===== config.mk =====
export PLATFORM = sky130hd
export DESIGN_NAME = spmc_top
export DESIGN_NICKNAME = d
export VERILOG_FILES = /design/src/logic/spmc_pkg.sv /design/src/logic/spmc_top.sv
export SDC_FILE = /design/constraint.sdc
export NUM_CORES = 1
export LEC_CHECK = 0
export BUFFER_PORTS_ARGS = -buffer_cell sky130_fd_sc_hd__buf_2
export CAP_MARGIN = 25
export CORE_MARGIN = 2
export CORE_UTILIZATION = 50
export CTS_BUF_LIST = sky130_fd_sc_hd__clkbuf_8 sky130_fd_sc_hd__clkbuf_16
export DETAILED_ROUTE_END_ITERATION = 8
export MAX_ROUTING_LAYER = met4
export PLACE_DENSITY = 0.71
export SLEW_MARGIN = 20
export SYNTH_ARGS = -nofsm -noshare
export SYNTH_HDL_FRONTEND = slang
export SYNTH_SLANG_ARGS = --single-unit
export TNS_END_PERCENT = 5

===== constraint.sdc =====
create_clock -name clk_i -period 2.15 [get_ports clk_i]
set_input_delay 0.1075 -clock clk_i [delete_from_list [all_inputs] [get_ports clk_i]]
set_output_delay 0.1075 -clock clk_i [all_outputs]
set_load 0.02 [all_outputs]

===== src/logic/spmc_pkg.sv =====
// Package for the switch power mode controller: offsets, fields, types
package spmc_pkg;
  localparam int ADDR_W = 8;
  localparam int DATA_W = 8;
  localparam logic [7:0] PORT1_PHY_CONTROL_OFF = 8'h1d;
  localparam logic [7:0] PORT2_PHY_CONTROL_OFF = 8'h2d;
  localparam logic [7:0] POWER_MODE_CONTROL_OFF = 8'hc3;
  localparam logic [7:0] IDLE_SLEEP_DELAY_OFF = 8'hc4;
  localparam logic [7:0] STATUS_OFF = 8'hc5;
  localparam int PHY_PD_BIT = 3;
  localparam int PLL_OFF_BIT = 2;
  localparam logic [7:0] MODE_FIELD_MASK = 8'h03;
  localparam logic [7:0] CTRL_RESET = 8'h00;
  localparam logic [7:0] PHY_CTRL_RESET = 8'h00;
  localparam logic [7:0] SLEEP_DELAY_RESET = 8'h50;
  localparam logic [7:0] ZERO_BYTE = 8'h00;
  localparam int CLK_HZ = 100_000_000;
  localparam int PULSE_NS = 120;
  localparam int CLK_NS = 10;
  localparam int PULSE_CYC = PULSE_NS / CLK_NS;
  localparam int PULSE_PERIOD_CYC = CLK_HZ;
  localparam int TICK_CYC = 1_000_000;
  localparam int NPORTS = 2;

  typedef enum logic [1:0] {
    SPMC_NORMAL = 2'b00,
    SPMC_ENERGY = 2'b01,
    SPMC_SOFT_PD = 2'b10,
    SPMC_SAVING = 2'b11
  } spmc_mode_t;

  typedef enum {SPMC_ED_AWAKE, SPMC_ED_ASLEEP} spmc_ed_state_t;

  typedef struct packed {
    logic pll_en;
    logic mac_en;
    logic host_en;
    logic [NPORTS-1:0] phy_tx_en;
    logic [NPORTS-1:0] phy_rx_en;
    logic [NPORTS-1:0] energy_det_en;
  } spmc_enables_t;
endpackage


===== src/logic/spmc_top.sv =====
// Power mode controller of a three-port switch with two PHYs
//
// Notes on behaviour
// - Mode field selects normal, energy detect, soft power-down, saving.
// - Per-port PHY control bit 3 powers down that PHY alone.
// - Reset leaves mode field at normal.
// - Normal mode keeps PLL, PHYs, MACs and host access on.
// - Energy detect sleeps after idle longer than programmed delay.
// - Low-power state keeps only energy detector; energy wakes it.
// - Energy detect mode emits a 120 ns pulse each second.
// - Control bit 2 disables PLL in energy detect mode.
// - Soft power-down stops clocks, PHYs, MACs; registers retained.
// - Writing normal code during soft power-down resumes normal.
// - Saving mode needs autoneg on, cable off; clocks, MAC stay.
// - Saving mode keeps transmitting, receiver off until line activity.
// - Chip power-down pin low powers down the whole device.
`timescale 1ns/1ns
module spmc_top #(
  parameter int TICK_CYCLES = spmc_pkg::TICK_CYC,
  parameter int PULSE_PERIOD = spmc_pkg::PULSE_PERIOD_CYC
) (
  input wire logic clk_i,
  input wire logic resetn_i,
  input wire logic clk_en_i,
  input wire logic [spmc_pkg::ADDR_W-1:0] addr_i,
  input wire logic [spmc_pkg::DATA_W-1:0] wdata_i,
  input wire logic wr_i,
  input wire logic rd_i,
  output logic [spmc_pkg::DATA_W-1:0] rdata_o,
  input wire logic chip_power_down_n_i,
  input wire logic [spmc_pkg::NPORTS-1:0] energy_i,
  input wire logic [spmc_pkg::NPORTS-1:0] autoneg_en_i,
  output spmc_pkg::spmc_enables_t enables_o,
  output logic [spmc_pkg::NPORTS-1:0] link_pulse_o,
  output logic chip_powered_o
);
  import spmc_pkg::*;

  localparam int TICK_W = $clog2(TICK_CYCLES + 1);
  localparam int PER_W = $clog2(PULSE_PERIOD + 1);

  ////////////////////////////////////////////////////////////////////////////
  // Pin synchronisers
  logic [NPORTS+1:0] sync_a;
  logic [NPORTS+1:0] sync_b;
  logic [NPORTS-1:0] energy_s;
  logic pd_n_s;
  logic [NPORTS-1:0] aneg_s;
  logic [NPORTS+1:0] next_sync_a;
  logic [NPORTS+1:0] next_sync_b;

  always_comb begin
    next_sync_a = {chip_power_down_n_i, energy_i[1], energy_i[0],
                   autoneg_en_i[0] & autoneg_en_i[1]};
    next_sync_b = sync_a;
  end

  always_ff @(posedge clk_i or negedge resetn_i) begin
    if (!resetn_i) begin
      sync_a <= '1;
      sync_b <= '1;
    end else if (clk_en_i) begin
      sync_a <= next_sync_a;
      sync_b <= next_sync_b;
    end
  end

  assign pd_n_s = sync_b[NPORTS+1];
  assign energy_s = sync_b[NPORTS:1];
  assign aneg_s = {NPORTS{sync_b[0]}};

  ////////////////////////////////////////////////////////////////////////////
  // Register file
  logic [DATA_W-1:0] mode_ctrl;
  logic [DATA_W-1:0] sleep_delay;
  logic [DATA_W-1:0] phy_ctrl [NPORTS];
  logic [DATA_W-1:0] next_mode_ctrl;
  logic [DATA_W-1:0] next_sleep_delay;
  logic [DATA_W-1:0] next_phy_ctrl [NPORTS];
  logic [DATA_W-1:0] next_rdata;
  logic [NPORTS-1:0] asleep;
  logic [NPORTS-1:0] rx_off;
  spmc_mode_t mode;

  function automatic logic hit(input logic [ADDR_W-1:0] a,
                               input logic [ADDR_W-1:0] off);
    hit = (a == off);
  endfunction

  assign mode = spmc_mode_t'(mode_ctrl[1:0]);

  always_comb begin
    next_mode_ctrl = mode_ctrl;
    next_sleep_delay = sleep_delay;
    next_phy_ctrl = phy_ctrl;
    next_rdata = ZERO_BYTE;
    // Any code may be written from any mode; soft power-down keeps
    // registers, so writing normal code there resumes normal
    if (wr_i) begin
      if (hit(addr_i, POWER_MODE_CONTROL_OFF)) begin
        next_mode_ctrl = wdata_i;
      end
      if (hit(addr_i, IDLE_SLEEP_DELAY_OFF)) begin
        next_sleep_delay = wdata_i;
      end
      if (hit(addr_i, PORT1_PHY_CONTROL_OFF)) begin
        next_phy_ctrl[0] = wdata_i;
      end
      if (hit(addr_i, PORT2_PHY_CONTROL_OFF)) begin
        next_phy_ctrl[1] = wdata_i;
      end
    end
    if (rd_i) begin
      if (hit(addr_i, POWER_MODE_CONTROL_OFF)) begin
        next_rdata = mode_ctrl;
      end else if (hit(addr_i, IDLE_SLEEP_DELAY_OFF)) begin
        next_rdata = sleep_delay;
      end else if (hit(addr_i, PORT1_PHY_CONTROL_OFF)) begin
        next_rdata = phy_ctrl[0];
      end else if (hit(addr_i, PORT2_PHY_CONTROL_OFF)) begin
        next_rdata = phy_ctrl[1];
      end else if (hit(addr_i, STATUS_OFF)) begin
        next_rdata = {ZERO_BYTE[DATA_W-1:4], rx_off, asleep};
      end
    end
  end

  // Registers hold through power-down; only writes and reset change them
  always_ff @(posedge clk_i or negedge resetn_i) begin
    if (!resetn_i) begin
      mode_ctrl <= CTRL_RESET;
      sleep_delay <= SLEEP_DELAY_RESET;
      phy_ctrl <= '{default: PHY_CTRL_RESET};
      rdata_o <= ZERO_BYTE;
    end else if (clk_en_i) begin
      mode_ctrl <= next_mode_ctrl;
      sleep_delay <= next_sleep_delay;
      phy_ctrl <= next_phy_ctrl;
      rdata_o <= next_rdata;
    end
  end

  ////////////////////////////////////////////////////////////////////////////
  // Sleep delay tick and pulse timer
  logic [TICK_W-1:0] tick_cnt;
  logic [TICK_W-1:0] next_tick_cnt;
  logic tick;
  logic [PER_W-1:0] per_cnt;
  logic [PER_W-1:0] next_per_cnt;

  assign tick = (tick_cnt == TICK_W'(TICK_CYCLES - 1));

  always_comb begin
    next_tick_cnt = tick ? '0 : tick_cnt + TICK_W'(1);
    next_per_cnt = '0;
    if (mode == SPMC_ENERGY) begin
      next_per_cnt = (per_cnt == PER_W'(PULSE_PERIOD - 1)) ? '0 :
                     per_cnt + PER_W'(1);
    end
  end

  always_ff @(posedge clk_i or negedge resetn_i) begin
    if (!resetn_i) begin
      tick_cnt <= '0;
      per_cnt <= '0;
    end else if (clk_en_i) begin
      tick_cnt <= next_tick_cnt;
      per_cnt <= next_per_cnt;
    end
  end

  ////////////////////////////////////////////////////////////////////////////
  // Per-port energy-detect and saving sub-states
  spmc_ed_state_t ed_state [NPORTS];
  spmc_ed_state_t next_ed_state [NPORTS];
  logic [DATA_W:0] idle_cnt [NPORTS];
  logic [DATA_W:0] next_idle_cnt [NPORTS];
  logic [NPORTS-1:0] next_rx_off;
  logic [NPORTS-1:0] next_pulse;

  genvar p;
  generate
    for (p = 0; p < NPORTS; p++) begin : g_port
      always_comb begin
        next_ed_state[p] = ed_state[p];
        next_idle_cnt[p] = idle_cnt[p];
        next_rx_off[p] = 1'b0;
        next_pulse[p] = 1'b0;
        if (mode == SPMC_ENERGY) begin
          next_pulse[p] = (per_cnt < PER_W'(PULSE_CYC));
          unique case (ed_state[p])
            SPMC_ED_AWAKE: begin
              if (energy_s[p]) begin
                next_idle_cnt[p] = '0;
              end else if (idle_cnt[p] > {1'b0, sleep_delay}) begin
                next_ed_state[p] = SPMC_ED_ASLEEP;
              end else if (tick) begin
                next_idle_cnt[p] = idle_cnt[p] + (DATA_W+1)'(1);
              end
            end
            SPMC_ED_ASLEEP: begin
              if (energy_s[p]) begin
                next_ed_state[p] = SPMC_ED_AWAKE;
                next_idle_cnt[p] = '0;
              end
            end
          endcase
        end else begin
          next_ed_state[p] = SPMC_ED_AWAKE;
          next_idle_cnt[p] = '0;
        end
        // Saving: receiver off while no activity and autoneg on at both ports
        if (mode == SPMC_SAVING) begin
          next_rx_off[p] = aneg_s[p] & ~energy_s[p];
        end
      end

      always_ff @(posedge clk_i or negedge resetn_i) begin
        if (!resetn_i) begin
          ed_state[p] <= SPMC_ED_AWAKE;
          idle_cnt[p] <= '0;
          rx_off[p] <= 1'b0;
          link_pulse_o[p] <= 1'b0;
        end else if (clk_en_i) begin
          ed_state[p] <= next_ed_state[p];
          idle_cnt[p] <= next_idle_cnt[p];
          rx_off[p] <= next_rx_off[p];
          link_pulse_o[p] <= next_pulse[p] & pd_n_s;
        end
      end

      assign asleep[p] = (ed_state[p] == SPMC_ED_ASLEEP);
    end
  endgenerate

  ////////////////////////////////////////////////////////////////////////////
  // Enables
  spmc_enables_t next_en;

  always_comb begin
    next_en = '0;
    unique case (mode)
      SPMC_NORMAL: begin
        next_en = '1;
      end
      SPMC_ENERGY: begin
        // Whole-chip sleep only once every port is idle
        next_en.pll_en = ~&asleep & ~mode_ctrl[PLL_OFF_BIT];
        next_en.mac_en = ~&asleep;
        next_en.host_en = ~&asleep;
        next_en.phy_tx_en = ~asleep;
        next_en.phy_rx_en = ~asleep;
        next_en.energy_det_en = '1;
      end
      SPMC_SOFT_PD: begin
        next_en = '0;
      end
      SPMC_SAVING: begin
        next_en.pll_en = 1'b1;
        next_en.mac_en = 1'b1;
        next_en.host_en = 1'b1;
        next_en.phy_tx_en = '1;
        next_en.phy_rx_en = ~rx_off;
        next_en.energy_det_en = '1;
      end
    endcase
    for (int i = 0; i < NPORTS; i++) begin
      if (phy_ctrl[i][PHY_PD_BIT]) begin
        next_en.phy_tx_en[i] = 1'b0;
        next_en.phy_rx_en[i] = 1'b0;
        next_en.energy_det_en[i] = 1'b0;
      end
    end
    if (!pd_n_s) begin
      next_en = '0;
    end
  end

  always_ff @(posedge clk_i or negedge resetn_i) begin
    if (!resetn_i) begin
      enables_o <= '0;
      chip_powered_o <= 1'b0;
    end else if (clk_en_i) begin
      enables_o <= next_en;
      chip_powered_o <= pd_n_s;
    end
  end
endmodule


==> results.yml, run 1 <==
grt:
  grt_overflow_total: 0
  grt_max_degree: 51
  grt_antenna_before_repair: 0
  track_usage_pct: 25.71
  grt_pass1_wl_microns: 28340
  grt_pass1_vias: 5896
sta:
  worstMarginPinSlew_ns: 0.6304
  slew_viol_final: 0
  finalCriticalPeriod_ns: 2.343
  max_slew_margin_pct: 57.65
  finalClockSkew_ns: 0.009734
  fmax_ghz: 0.4268
  setup_slack_ns: -0.1930
  rsz0062_at_grt: "true"
  whs_ns: 0.1225
  finalHoldViolCount: 0
  fin_crit_sh_pct: 109.0
  setup_violations: 17
clocking:
  cts-root-buf: "clkbuf_16"
  cts_tree: "built"
  clk_pin_slew_worst_paths_ns: 0.06
  cts.sinks: 127
  cts_buffers: 17
  clk-insertion-delay-late_ns: 0.42
  max-clock-path-buffers: 2
  h-tree-depth: 4
final_layout:
  design_area_sq_um: 8697
  fin_nets: 851
  diodes: 0
  area_growth_pct: 30.07
  layout-drive-gt1-share_pct: 30.32
yosys:
  synth_area_per_cell_sq_um: 10.15
  ys_seq_area_share_pct: 47.72
  synth_edf_count: 0
  synth_top_area_cell: "dfrtp_1"
  syn_area_sq_um: 6686
  synth_top_area_share_pct: 43.79
  synthFlopType: "dfrtp_1"
  yosysWarningCount: 0
  synth_area_leaders: "dfrtp_1 44%, mux2_2 5.6%, dfstp_2 3.9%, ha_1 3.7%, nor2_1 3.3%"
  async_flop_share_pct: 100.0
  ys_ff_latch: 127
  synth_cell_types: 71
  synth_nets: 705
  postSynthCellCount: 659
critical_path:
  path_buf_inv: 1
  crit_fanout: 6
  end_kind: "register"
  worstPathArrival_ns: 2.68
  crit_family: "simple AND/OR/NAND/NOR gates"
  crit_chain: "inv_4, ha_4, and4b_2, a211oi_4, a31oi_4, or4_1, a21oi_1"
  slowest_stage: "dfstp_2"
  worstSetupPathType: "reg -> reg"
  start_kind: "register"
  slowest_delay_ns: 0.56
  crit_required_ns: 2.49
route:
  drt_first_pass_iters: 5
  wl_per_cell_microns: 17.48
  ant_nets: 0
  via_per_inst: 5.866
  drcViolationCount: 0
  num_vias: 5831
  routed_wl_microns: 17380
  drt_iter0_drc: 511
floorplanning:
  rows: 42
  core_sq_um: 13140
  fp.dieW_microns: 119.6
  top_level_ports: 46
  die_y_microns: 119.6
  die_area_sq_um: 14310
  start_util_pct: 50.90
min_path:
  hold_path.class: "in -> reg"
power:
  peakVddDrop_uv: 1021
  p_leak_nw: 4.026
  powerDensity_nw_per_um2: 706.3
placement:
  portBuffers: 45
  gp_congestion: 0.9146
  placement.cell_area_sq_um: 7705
  hpwl_microns: 11670
run_status:
  status: "complete, but fails checks"
  violations: "negative setup slack"
run:
  drv_cap: 0
[per-stage QoR]
step	util [%]	setup WS, ns	power, mW	std cells	setup TNS [ns]
after floorplan	-	-0.03642	2.910	659	-0.1594
after global placement	58.65	-0.1897	3.136	941	-1.527
after detailed placement	58.65	-0.2966	3.159	941	-3.193
after CTS	65.51	-0.1352	6.164	991	-0.6098
after global routing	66.20	-0.2896	6.356	994	-2.912
final	66.20	-0.1930	6.143	994	-1.486
[routing by layer]
metal / routed length, microns / share of wire, % / global-route usage [%] / vias up
met4: 488 / 2.8 / 10.29 / 0
met5: 0 / 0 / - / -
li1: - / - / - / 2732
met3: 911 / 5.2 / 6.321 / 47
met2: 8540 / 49 / 41.50 / 195
met1: 7436 / 43 / 31.18 / 2857
[cells in the mapped netlist (7+ instances only)]
library cell / n
a21o_1: 7
a21oi_1: 14
a22oi_1: 10
and3_1: 17
clkbuf_1: 17
dfrtp_1: 117
dfstp_2: 10
ha_1: 20
inv_1: 28
mux2_2: 33
nand2_1: 46
nand3_1: 39
nand4_1: 20
nor2_1: 59
nor3_1: 13
nor4_1: 10
o21ai_0: 27
o2bb2ai_1: 7
o31ai_1: 10
or4_1: 11
xnor2_1: 15
xor2_1: 20
[worst paths after layout]
path | start | endpoint | slack, ns | cells after the start
max | sleep_delay[6] | idle_cnt[16] | -0.19 | 7
min | clk_en_i | per_cnt[4] | 0.12 | 3
max reg2reg | sleep_delay[6] | idle_cnt[16] | -0.19 | 7
min reg2reg | enables_o[3] | enables_o[3] | 0.48 | 1
max in group asynchronous | resetn_i | enables_o[4] | 1.12 | 3
min in group asynchronous | resetn_i | enables_o[1] | 0.23 | 2
[kinds of logic after synthesis]
group | Yosys count | share of synthesized area (%)
mux | 37 | 6.157
simple gates | 262 | 21.39
xor+xnor | 35 | 4.585
flops | 127 | 47.72
buf+inv | 56 | 3.406
compound gates | 122 | 13.01
fa+ha+maj | 20 | 3.743
[power breakdown]
| group | switching, mW | leakage, nW | total [mW] | internal (mW) |
|---|---|---|---|---|
| Sequential | 0.101 | 1.69 | 2.62 | 2.52 |
| Combinational | 0.303 | 2.03 | 0.537 | 0.234 |
| Clock | 1.05 | 0.313 | 2.99 | 1.93 |
| Total | 1.46 | 4.03 | 6.14 | 4.69 |
[repair_timing]
| action | CTS | global route |
|---|---|---|
| resized for setup | 17 | 17 |
| hold buffers | 15 | 0 |
| pin swaps | 18 | 7 |
| buffers inserted | 3 | 3 |
| setup endpoints to repair | 18 | 20 |
| endpoints found under the hold margin | 69 | 0 |
[worst min-delay path, delay by kind of cell]
kind | cells | cell delay, ns
buffers and inverters | 1 | 0.21
AND/OR/NAND/NOR | 1 | 0.10
AO/OA/AOI/OAI | 1 | 0.07
[flip-flops by register name, summed over array words and instances (netlist names)]
| signal | flops |
|---|---|
| per_cnt | 27 |
| tick_cnt | 20 |
| idle_cnt | 18 |
| phy_ctrl | 16 |
| enables_o | 8 |
| mode_ctrl | 8 |
| rdata_o | 8 |
| sleep_delay | 8 |
| next_sync_b | 4 |
| sync_b | 4 |
| ed_state | 2 |
| rx_off | 2 |
| chip_powered_o | 1 |
| link_pulse_o | 1 |
[placed cells by master, fill, tap and decap left out, types with 5 or more instances in the layout]
master	Yosys	routed
a21o_1	7	7
xor2_1	20	20
dfrtp_1	117	117
nor4_1	10	8
nor3_1	13	12
dfstp_2	10	10
a22oi_1	10	10
nor2b_1	5	5
ha_1	20	16
or4_1	11	10
and3_1	17	17
o31ai_1	10	10
nand3_1	39	38
mux2_2	33	33
dlygate4sd3_1	0	15
xnor2_1	15	15
clkbuf_16	0	17
nor2_1	59	59
nand4_1	20	20
o2bb2ai_1	7	7
nand2_1	46	46
buf_2	4	44
buf_4	3	90
inv_1	28	27
a21oi_1	14	13
o21ai_0	27	25
nand2b_1	6	5
[final cells by class]
cell class	instances	area, sq um
repair buffers	154	1111
well taps	176	220.2
fillers	1042	4441
inverters	29	111.4
clock buffers	21	480.5
clock inverters	11	140.1
multi-input cells	476	3443
flip-flops and latches	127	3191
Note: power is estimated with default switching activity, not from simulation.
==> run 2, diff against run 1 <==
SETUP_SLACK_MARGIN = 0.5   (was not set)
==> run 2 against run 1 <==
Against the previous run:
- the flow still finishes with violations (negative setup slack)
- sequential power barely moved
- hold slack got worse by 0.026 ns
- sequential share of layout area fell by 0.82 points
- count of clock-buffer cells in the layout fell by 2
- critical path depth rose by 1
- global-route usage rose by 1.2 points
- setup slack got worse by 0.0013 ns
- via count rose by 1.8%
- wire length rose by 4.3%
- sequential cell count did not move
- largest power group unchanged
==> results.yml, run 2 (synthesis results as in run 1) <==
final_layout:
  final_common_cell: "dfrtp_1"
  area_growth_pct: 33.05
  largest_reg_flops: 27
  largestRegisters: "per_cnt x27, tick_cnt x20, idle_cnt x18"
  fin_util_pct: 67.71
  fin_nets: 851
  diodes: 0
  design_area_sq_um: 8896
  layout-drive-gt1-share_pct: 33.13
  regMostFlops: "per_cnt"
  final_cell_mix: "117 x dfrtp_1, 87 x buf_4, 58 x nor2_1, 44 x nand2_1, 44 x buf_2"
critical_path:
  end_kind: "register"
  path_buf_inv: 2
  crit_fanout: 5
  crit_required_ns: 2.50
  slowest_stage: "dfstp_2"
  crit_family: "simple AND/OR/NAND/NOR gates"
  worstPathArrival_ns: 2.69
  start_kind: "register"
  crit_chain: "inv_2, buf_6, ha_4, and4b_2, a211oi_4, a31oi_4, or4_4, a21oi_2"
  worstSetupPathType: "reg -> reg"
  slowest_delay_ns: 0.54
grt:
  grt_pass1_wl_microns: 29540
  grt_pass1_vias: 6115
  grt_overflow_total: 0
  grt_max_degree: 48
  track_usage_pct: 26.88
  grt_antenna_before_repair: 0
run:
  drv_cap: 0
floorplanning:
  rows: 42
  fp.dieW_microns: 119.6
  die_y_microns: 119.6
  core_sq_um: 13140
  top_level_ports: 46
  die_area_sq_um: 14310
  start_util_pct: 50.90
clocking:
  clk_pin_slew_worst_paths_ns: 0.06
  cts-root-buf: "clkbuf_16"
  cts_tree: "built"
  clk-insertion-delay-late_ns: 0.43
  max-clock-path-buffers: 2
  h-tree-depth: 4
  cts_buffers: 17
  cts.sinks: 127
route:
  routed_wl_microns: 18120
  wl_per_cell_microns: 18.23
  drcViolationCount: 0
  drt_iter0_drc: 435
  via_per_inst: 5.973
  num_vias: 5937
  ant_nets: 0
  drt_first_pass_iters: 5
sta:
  fin_tns_setup_ns: -1.510
  fin_crit_sh_pct: 109.0
  worstMarginPinSlew_ns: 0.5515
  slew_viol_final: 0
  setup_violations: 18
  finalClockSkew_ns: 0.008612
  finalCriticalPeriod_ns: 2.344
  fmax_ghz: 0.4266
  rsz0062_at_grt: "true"
  max_slew_margin_pct: 62.89
  finalHoldViolCount: 0
  setup_slack_ns: -0.1943
placement:
  hpwl_microns: 12420
  gp_congestion: 0.9115
  placement.cell_area_sq_um: 7769
  portBuffers: 45
run_status:
  status: "complete, but fails checks"
  violations: "negative setup slack"
power:
  p_leak_nw: 4.062
  powerDensity_nw_per_um2: 706.7
  peakVddDrop_uv: 535.9
min_path:
  hold_path.class: "in -> reg"
-- run 2: cell count changes in the layout (fill, tap and decap cells not counted), sizes merged --
cell    change
buf         -1
bufinv      +1
clkinv      -1
inv         +2
a211oi      +1
clkbuf      -2
-- run 2: metal layers --
| layer | wire [microns] | vias up | global-route usage, % | part of all wire, % |
|---|---|---|---|---|
| met2 | 9161 | 201 | 45.54 | 51 |
| li1 | - | 2730 | - | - |
| met3 | 930 | 49 | 5.656 | 5.1 |
| met1 | 7513 | 2957 | 31.12 | 41 |
| met5 | 0 | - | - | 0 |
| met4 | 512 | 0 | 11.25 | 2.8 |
-- run 2: timing repair --
item / 4_1_cts / 5_1_grt
hold endpoints to repair: 58 / 0
cloned: 1 / 0
setup buffers: 2 / 2
gates resized for setup: 41 / 21
hold buffers: 15 / 0
setup endpoints to repair: 59 / 61
pin swaps: 36 / 11
-- run 2: metrics by stage --
stage	total power [mW]	instances	setup slack (ns)	hold WS [ns]
final	6.287	994	-0.1943	0.09668
after global routing	6.479	994	-0.2518	0.1288
after CTS	6.312	992	-0.1681	0.09394
after detailed placement	3.179	942	-0.4054	0.08308
after global placement	3.151	942	-0.3742	0.07775
after floorplan	2.912	659	0.01968	-0.1881
-- run 2: report_power, final --
part	internal [mW]	leakage [nW]	total (mW)	switching, mW
Sequential	2.52	1.69	2.64	0.120
Clock	2.01	0.317	3.10	1.09
Combinational	0.239	2.06	0.554	0.315
-- run 2: final timing paths --
kind,slack [ns],cells past startpoint,startpoint,end
max,-0.19,8,sleep_delay[6],idle_cnt[11]
min reg2reg,0.48,1,rdata_o[5],rdata_o[5]
min,0.1,2,clk_en_i,tick_cnt[1]
max reg2reg,-0.19,8,sleep_delay[6],idle_cnt[11]
max in group asynchronous,1.27,3,resetn_i,per_cnt[10]
min in group asynchronous,0.17,2,resetn_i,rdata_o[2]
-- run 2: layout make-up --
cell class	count	area [sq um]
clock buffer	19	452.9
clock inverter	13	187.7
fill	956	4242
inverter	29	108.9
multi-input combinational	477	3616
sequential	127	3191
tap	176	220.2
timing repair buffer	153	1120
==> run 3, diff against run 2 <==
SETUP_SLACK_MARGIN = 0.1   (was 0.5)
==> run 3 against run 2 <==
Against the previous run:
- the run still ends with negative setup slack left
- cell count is 1.0% lower
- non-clock buffer count is 9 lower
- critical path depth is 1 higher
- critical endpoint is now idle_cnt[7]
- count of clock-buffer cells in the layout is 2 higher
==> results.yml, run 3 (synthesis results as in run 1) <==
grt:
  grt_pass1_wl_microns: 27890
  track_usage_pct: 25.25
  grt_antenna_before_repair: 0
  grt_overflow_total: 0
  grt_pass1_vias: 5737
  grt_max_degree: 82
sta:
  finalCriticalPeriod_ns: 2.303
  whs_ns: 0.03519
  fin_crit_sh_pct: 107.1
  setup_slack_ns: -0.1529
  setup_violations: 12
  worstMarginPinSlew_ns: 0.5940
  fmax_ghz: 0.4342
  max_slew_margin_pct: 60.32
  fin_tns_setup_ns: -1.059
  finalHoldViolCount: 0
  finalClockSkew_ns: 0.009052
  rsz0062_at_grt: "true"
  slew_viol_final: 0
floorplanning:
  core_sq_um: 13140
  die_area_sq_um: 14310
  die_y_microns: 119.6
  start_util_pct: 50.90
  top_level_ports: 46
  rows: 42
  fp.dieW_microns: 119.6
route:
  drt_iter0_drc: 532
  num_vias: 5753
  ant_nets: 0
  routed_wl_microns: 16930
  drt_first_pass_iters: 5
  via_per_inst: 5.847
  wl_per_cell_microns: 17.20
  drcViolationCount: 0
critical_path:
  slowest_stage: "dfstp_2"
  slowest_delay_ns: 0.56
  crit_required_ns: 2.50
  worstSetupPathType: "reg -> reg"
  crit_chain: "inv_4, ha_4, a21o_1, a2111oi_4, a211oi_2, buf_4, buf_6, or4_1, a21oi_1"
  r2r_slack_ns: -0.15
  worstPathArrival_ns: 2.65
  crit_fanout: 6
  start_kind: "register"
  end_kind: "register"
clocking:
  clk-insertion-delay-late_ns: 0.42
  max-clock-path-buffers: 2
  cts_tree: "built"
  cts-root-buf: "clkbuf_16"
  clk_pin_slew_worst_paths_ns: 0.06
  cts_buffers: 17
  cts.sinks: 127
  h-tree-depth: 4
run:
  drv_cap: 0
power:
  powerDensity_nw_per_um2: 704.8
  p_leak_nw: 3.971
  power.total_mw: 6.122
  peakVddDrop_uv: 675.4
final_layout:
  num-fill-cells: 1025
  fin_nets: 841
  diodes: 0
  largestRegisters: "per_cnt x27, tick_cnt x20, idle_cnt x18"
  final_common_cell: "dfrtp_1"
  layout-drive-gt1-share_pct: 31.06
  largest_reg_flops: 27
  regMostFlops: "per_cnt"
  final_cell_mix: "117 x dfrtp_1, 81 x buf_4, 59 x nor2_1, 46 x nand2_1, 44 x buf_2"
  area_growth_pct: 29.90
placement:
  portBuffers: 45
  hpwl_microns: 11700
  gp_congestion: 0.9447
run_status:
  violations: "negative setup slack"
  status: "complete, but fails checks"
min_path:
  hold_path.class: "in -> reg"
-- run 3: stage by stage --
stage,worst slack (ns),cells,area (sq um),utilization (%)
after floorplan,0.01968,659,6750,-
after global placement,-0.1257,929,7671,58.39
after detailed placement,-0.1655,929,7671,58.39
after CTS,-0.1443,981,8577,65.29
after global routing,-0.2269,984,8686,66.11
final,-0.1529,984,8686,66.11
-- run 3: final cells by class --
class                      count  area, sq um  area share (%)
tap                          176        220.2           2.535
clock inverter                11        138.9           1.599
clock buffer                  21        480.5           5.532
timing repair buffer         144         1042           12.00
inverter                      29        111.4           1.282
sequential                   127         3191           36.73
multi-input combinational    476         3502           40.32
-- run 3: final timing paths --
kind | start | endpoint | depth (start not counted)
max in group asynchronous | resetn_i | sync_b[3] | 3
min reg2reg | enables_o[0] | enables_o[0] | 2
min | wdata_i[0] | phy_ctrl[8] | 2
max | sleep_delay[6] | idle_cnt[7] | 9
min in group asynchronous | resetn_i | rdata_o[7] | 3
max reg2reg | sleep_delay[6] | idle_cnt[7] | 9
-- run 3: worst max-delay path: cells and delay by family (launching register included) --
family | cells | cell delay, ns
buffers and inverters | 3 | 0.36
adder cells (fa/ha/maj) | 1 | 0.21
flip-flops | 1 | 0.56
AO/OA/AOI/OAI | 4 | 0.71
AND/OR/NAND/NOR | 1 | 0.39
-- run 3: power breakdown --
| part | total [mW] | switching, mW | internal (mW) |
|---|---|---|---|
| logic | 0.528 | 0.299 | 0.229 |
| registers | 2.62 | 0.108 | 2.52 |
| clock network | 2.97 | 1.03 | 1.93 |
| total | 6.12 | 1.44 | 4.68 |
-- run 3: repair_timing --
item,4_1_cts,5_1_grt
setup endpoints to repair,18,41
resized for setup,20,23
pin swaps,17,8
endpoints found under the hold margin,148,0
buffers inserted,6,3
hold buffers,14,0
cloned,0,0
-- run 3: routing by layer --
layer  GRT usage (%)  vias to the layer above  share of wire (%)
met3           6.084                       34                4.7
met4           8.971                        0                2.0
met5               -                        -                  0
met2           39.61                      162                 48
met1           32.18                     2845                 45
li1                -                     2712                  -
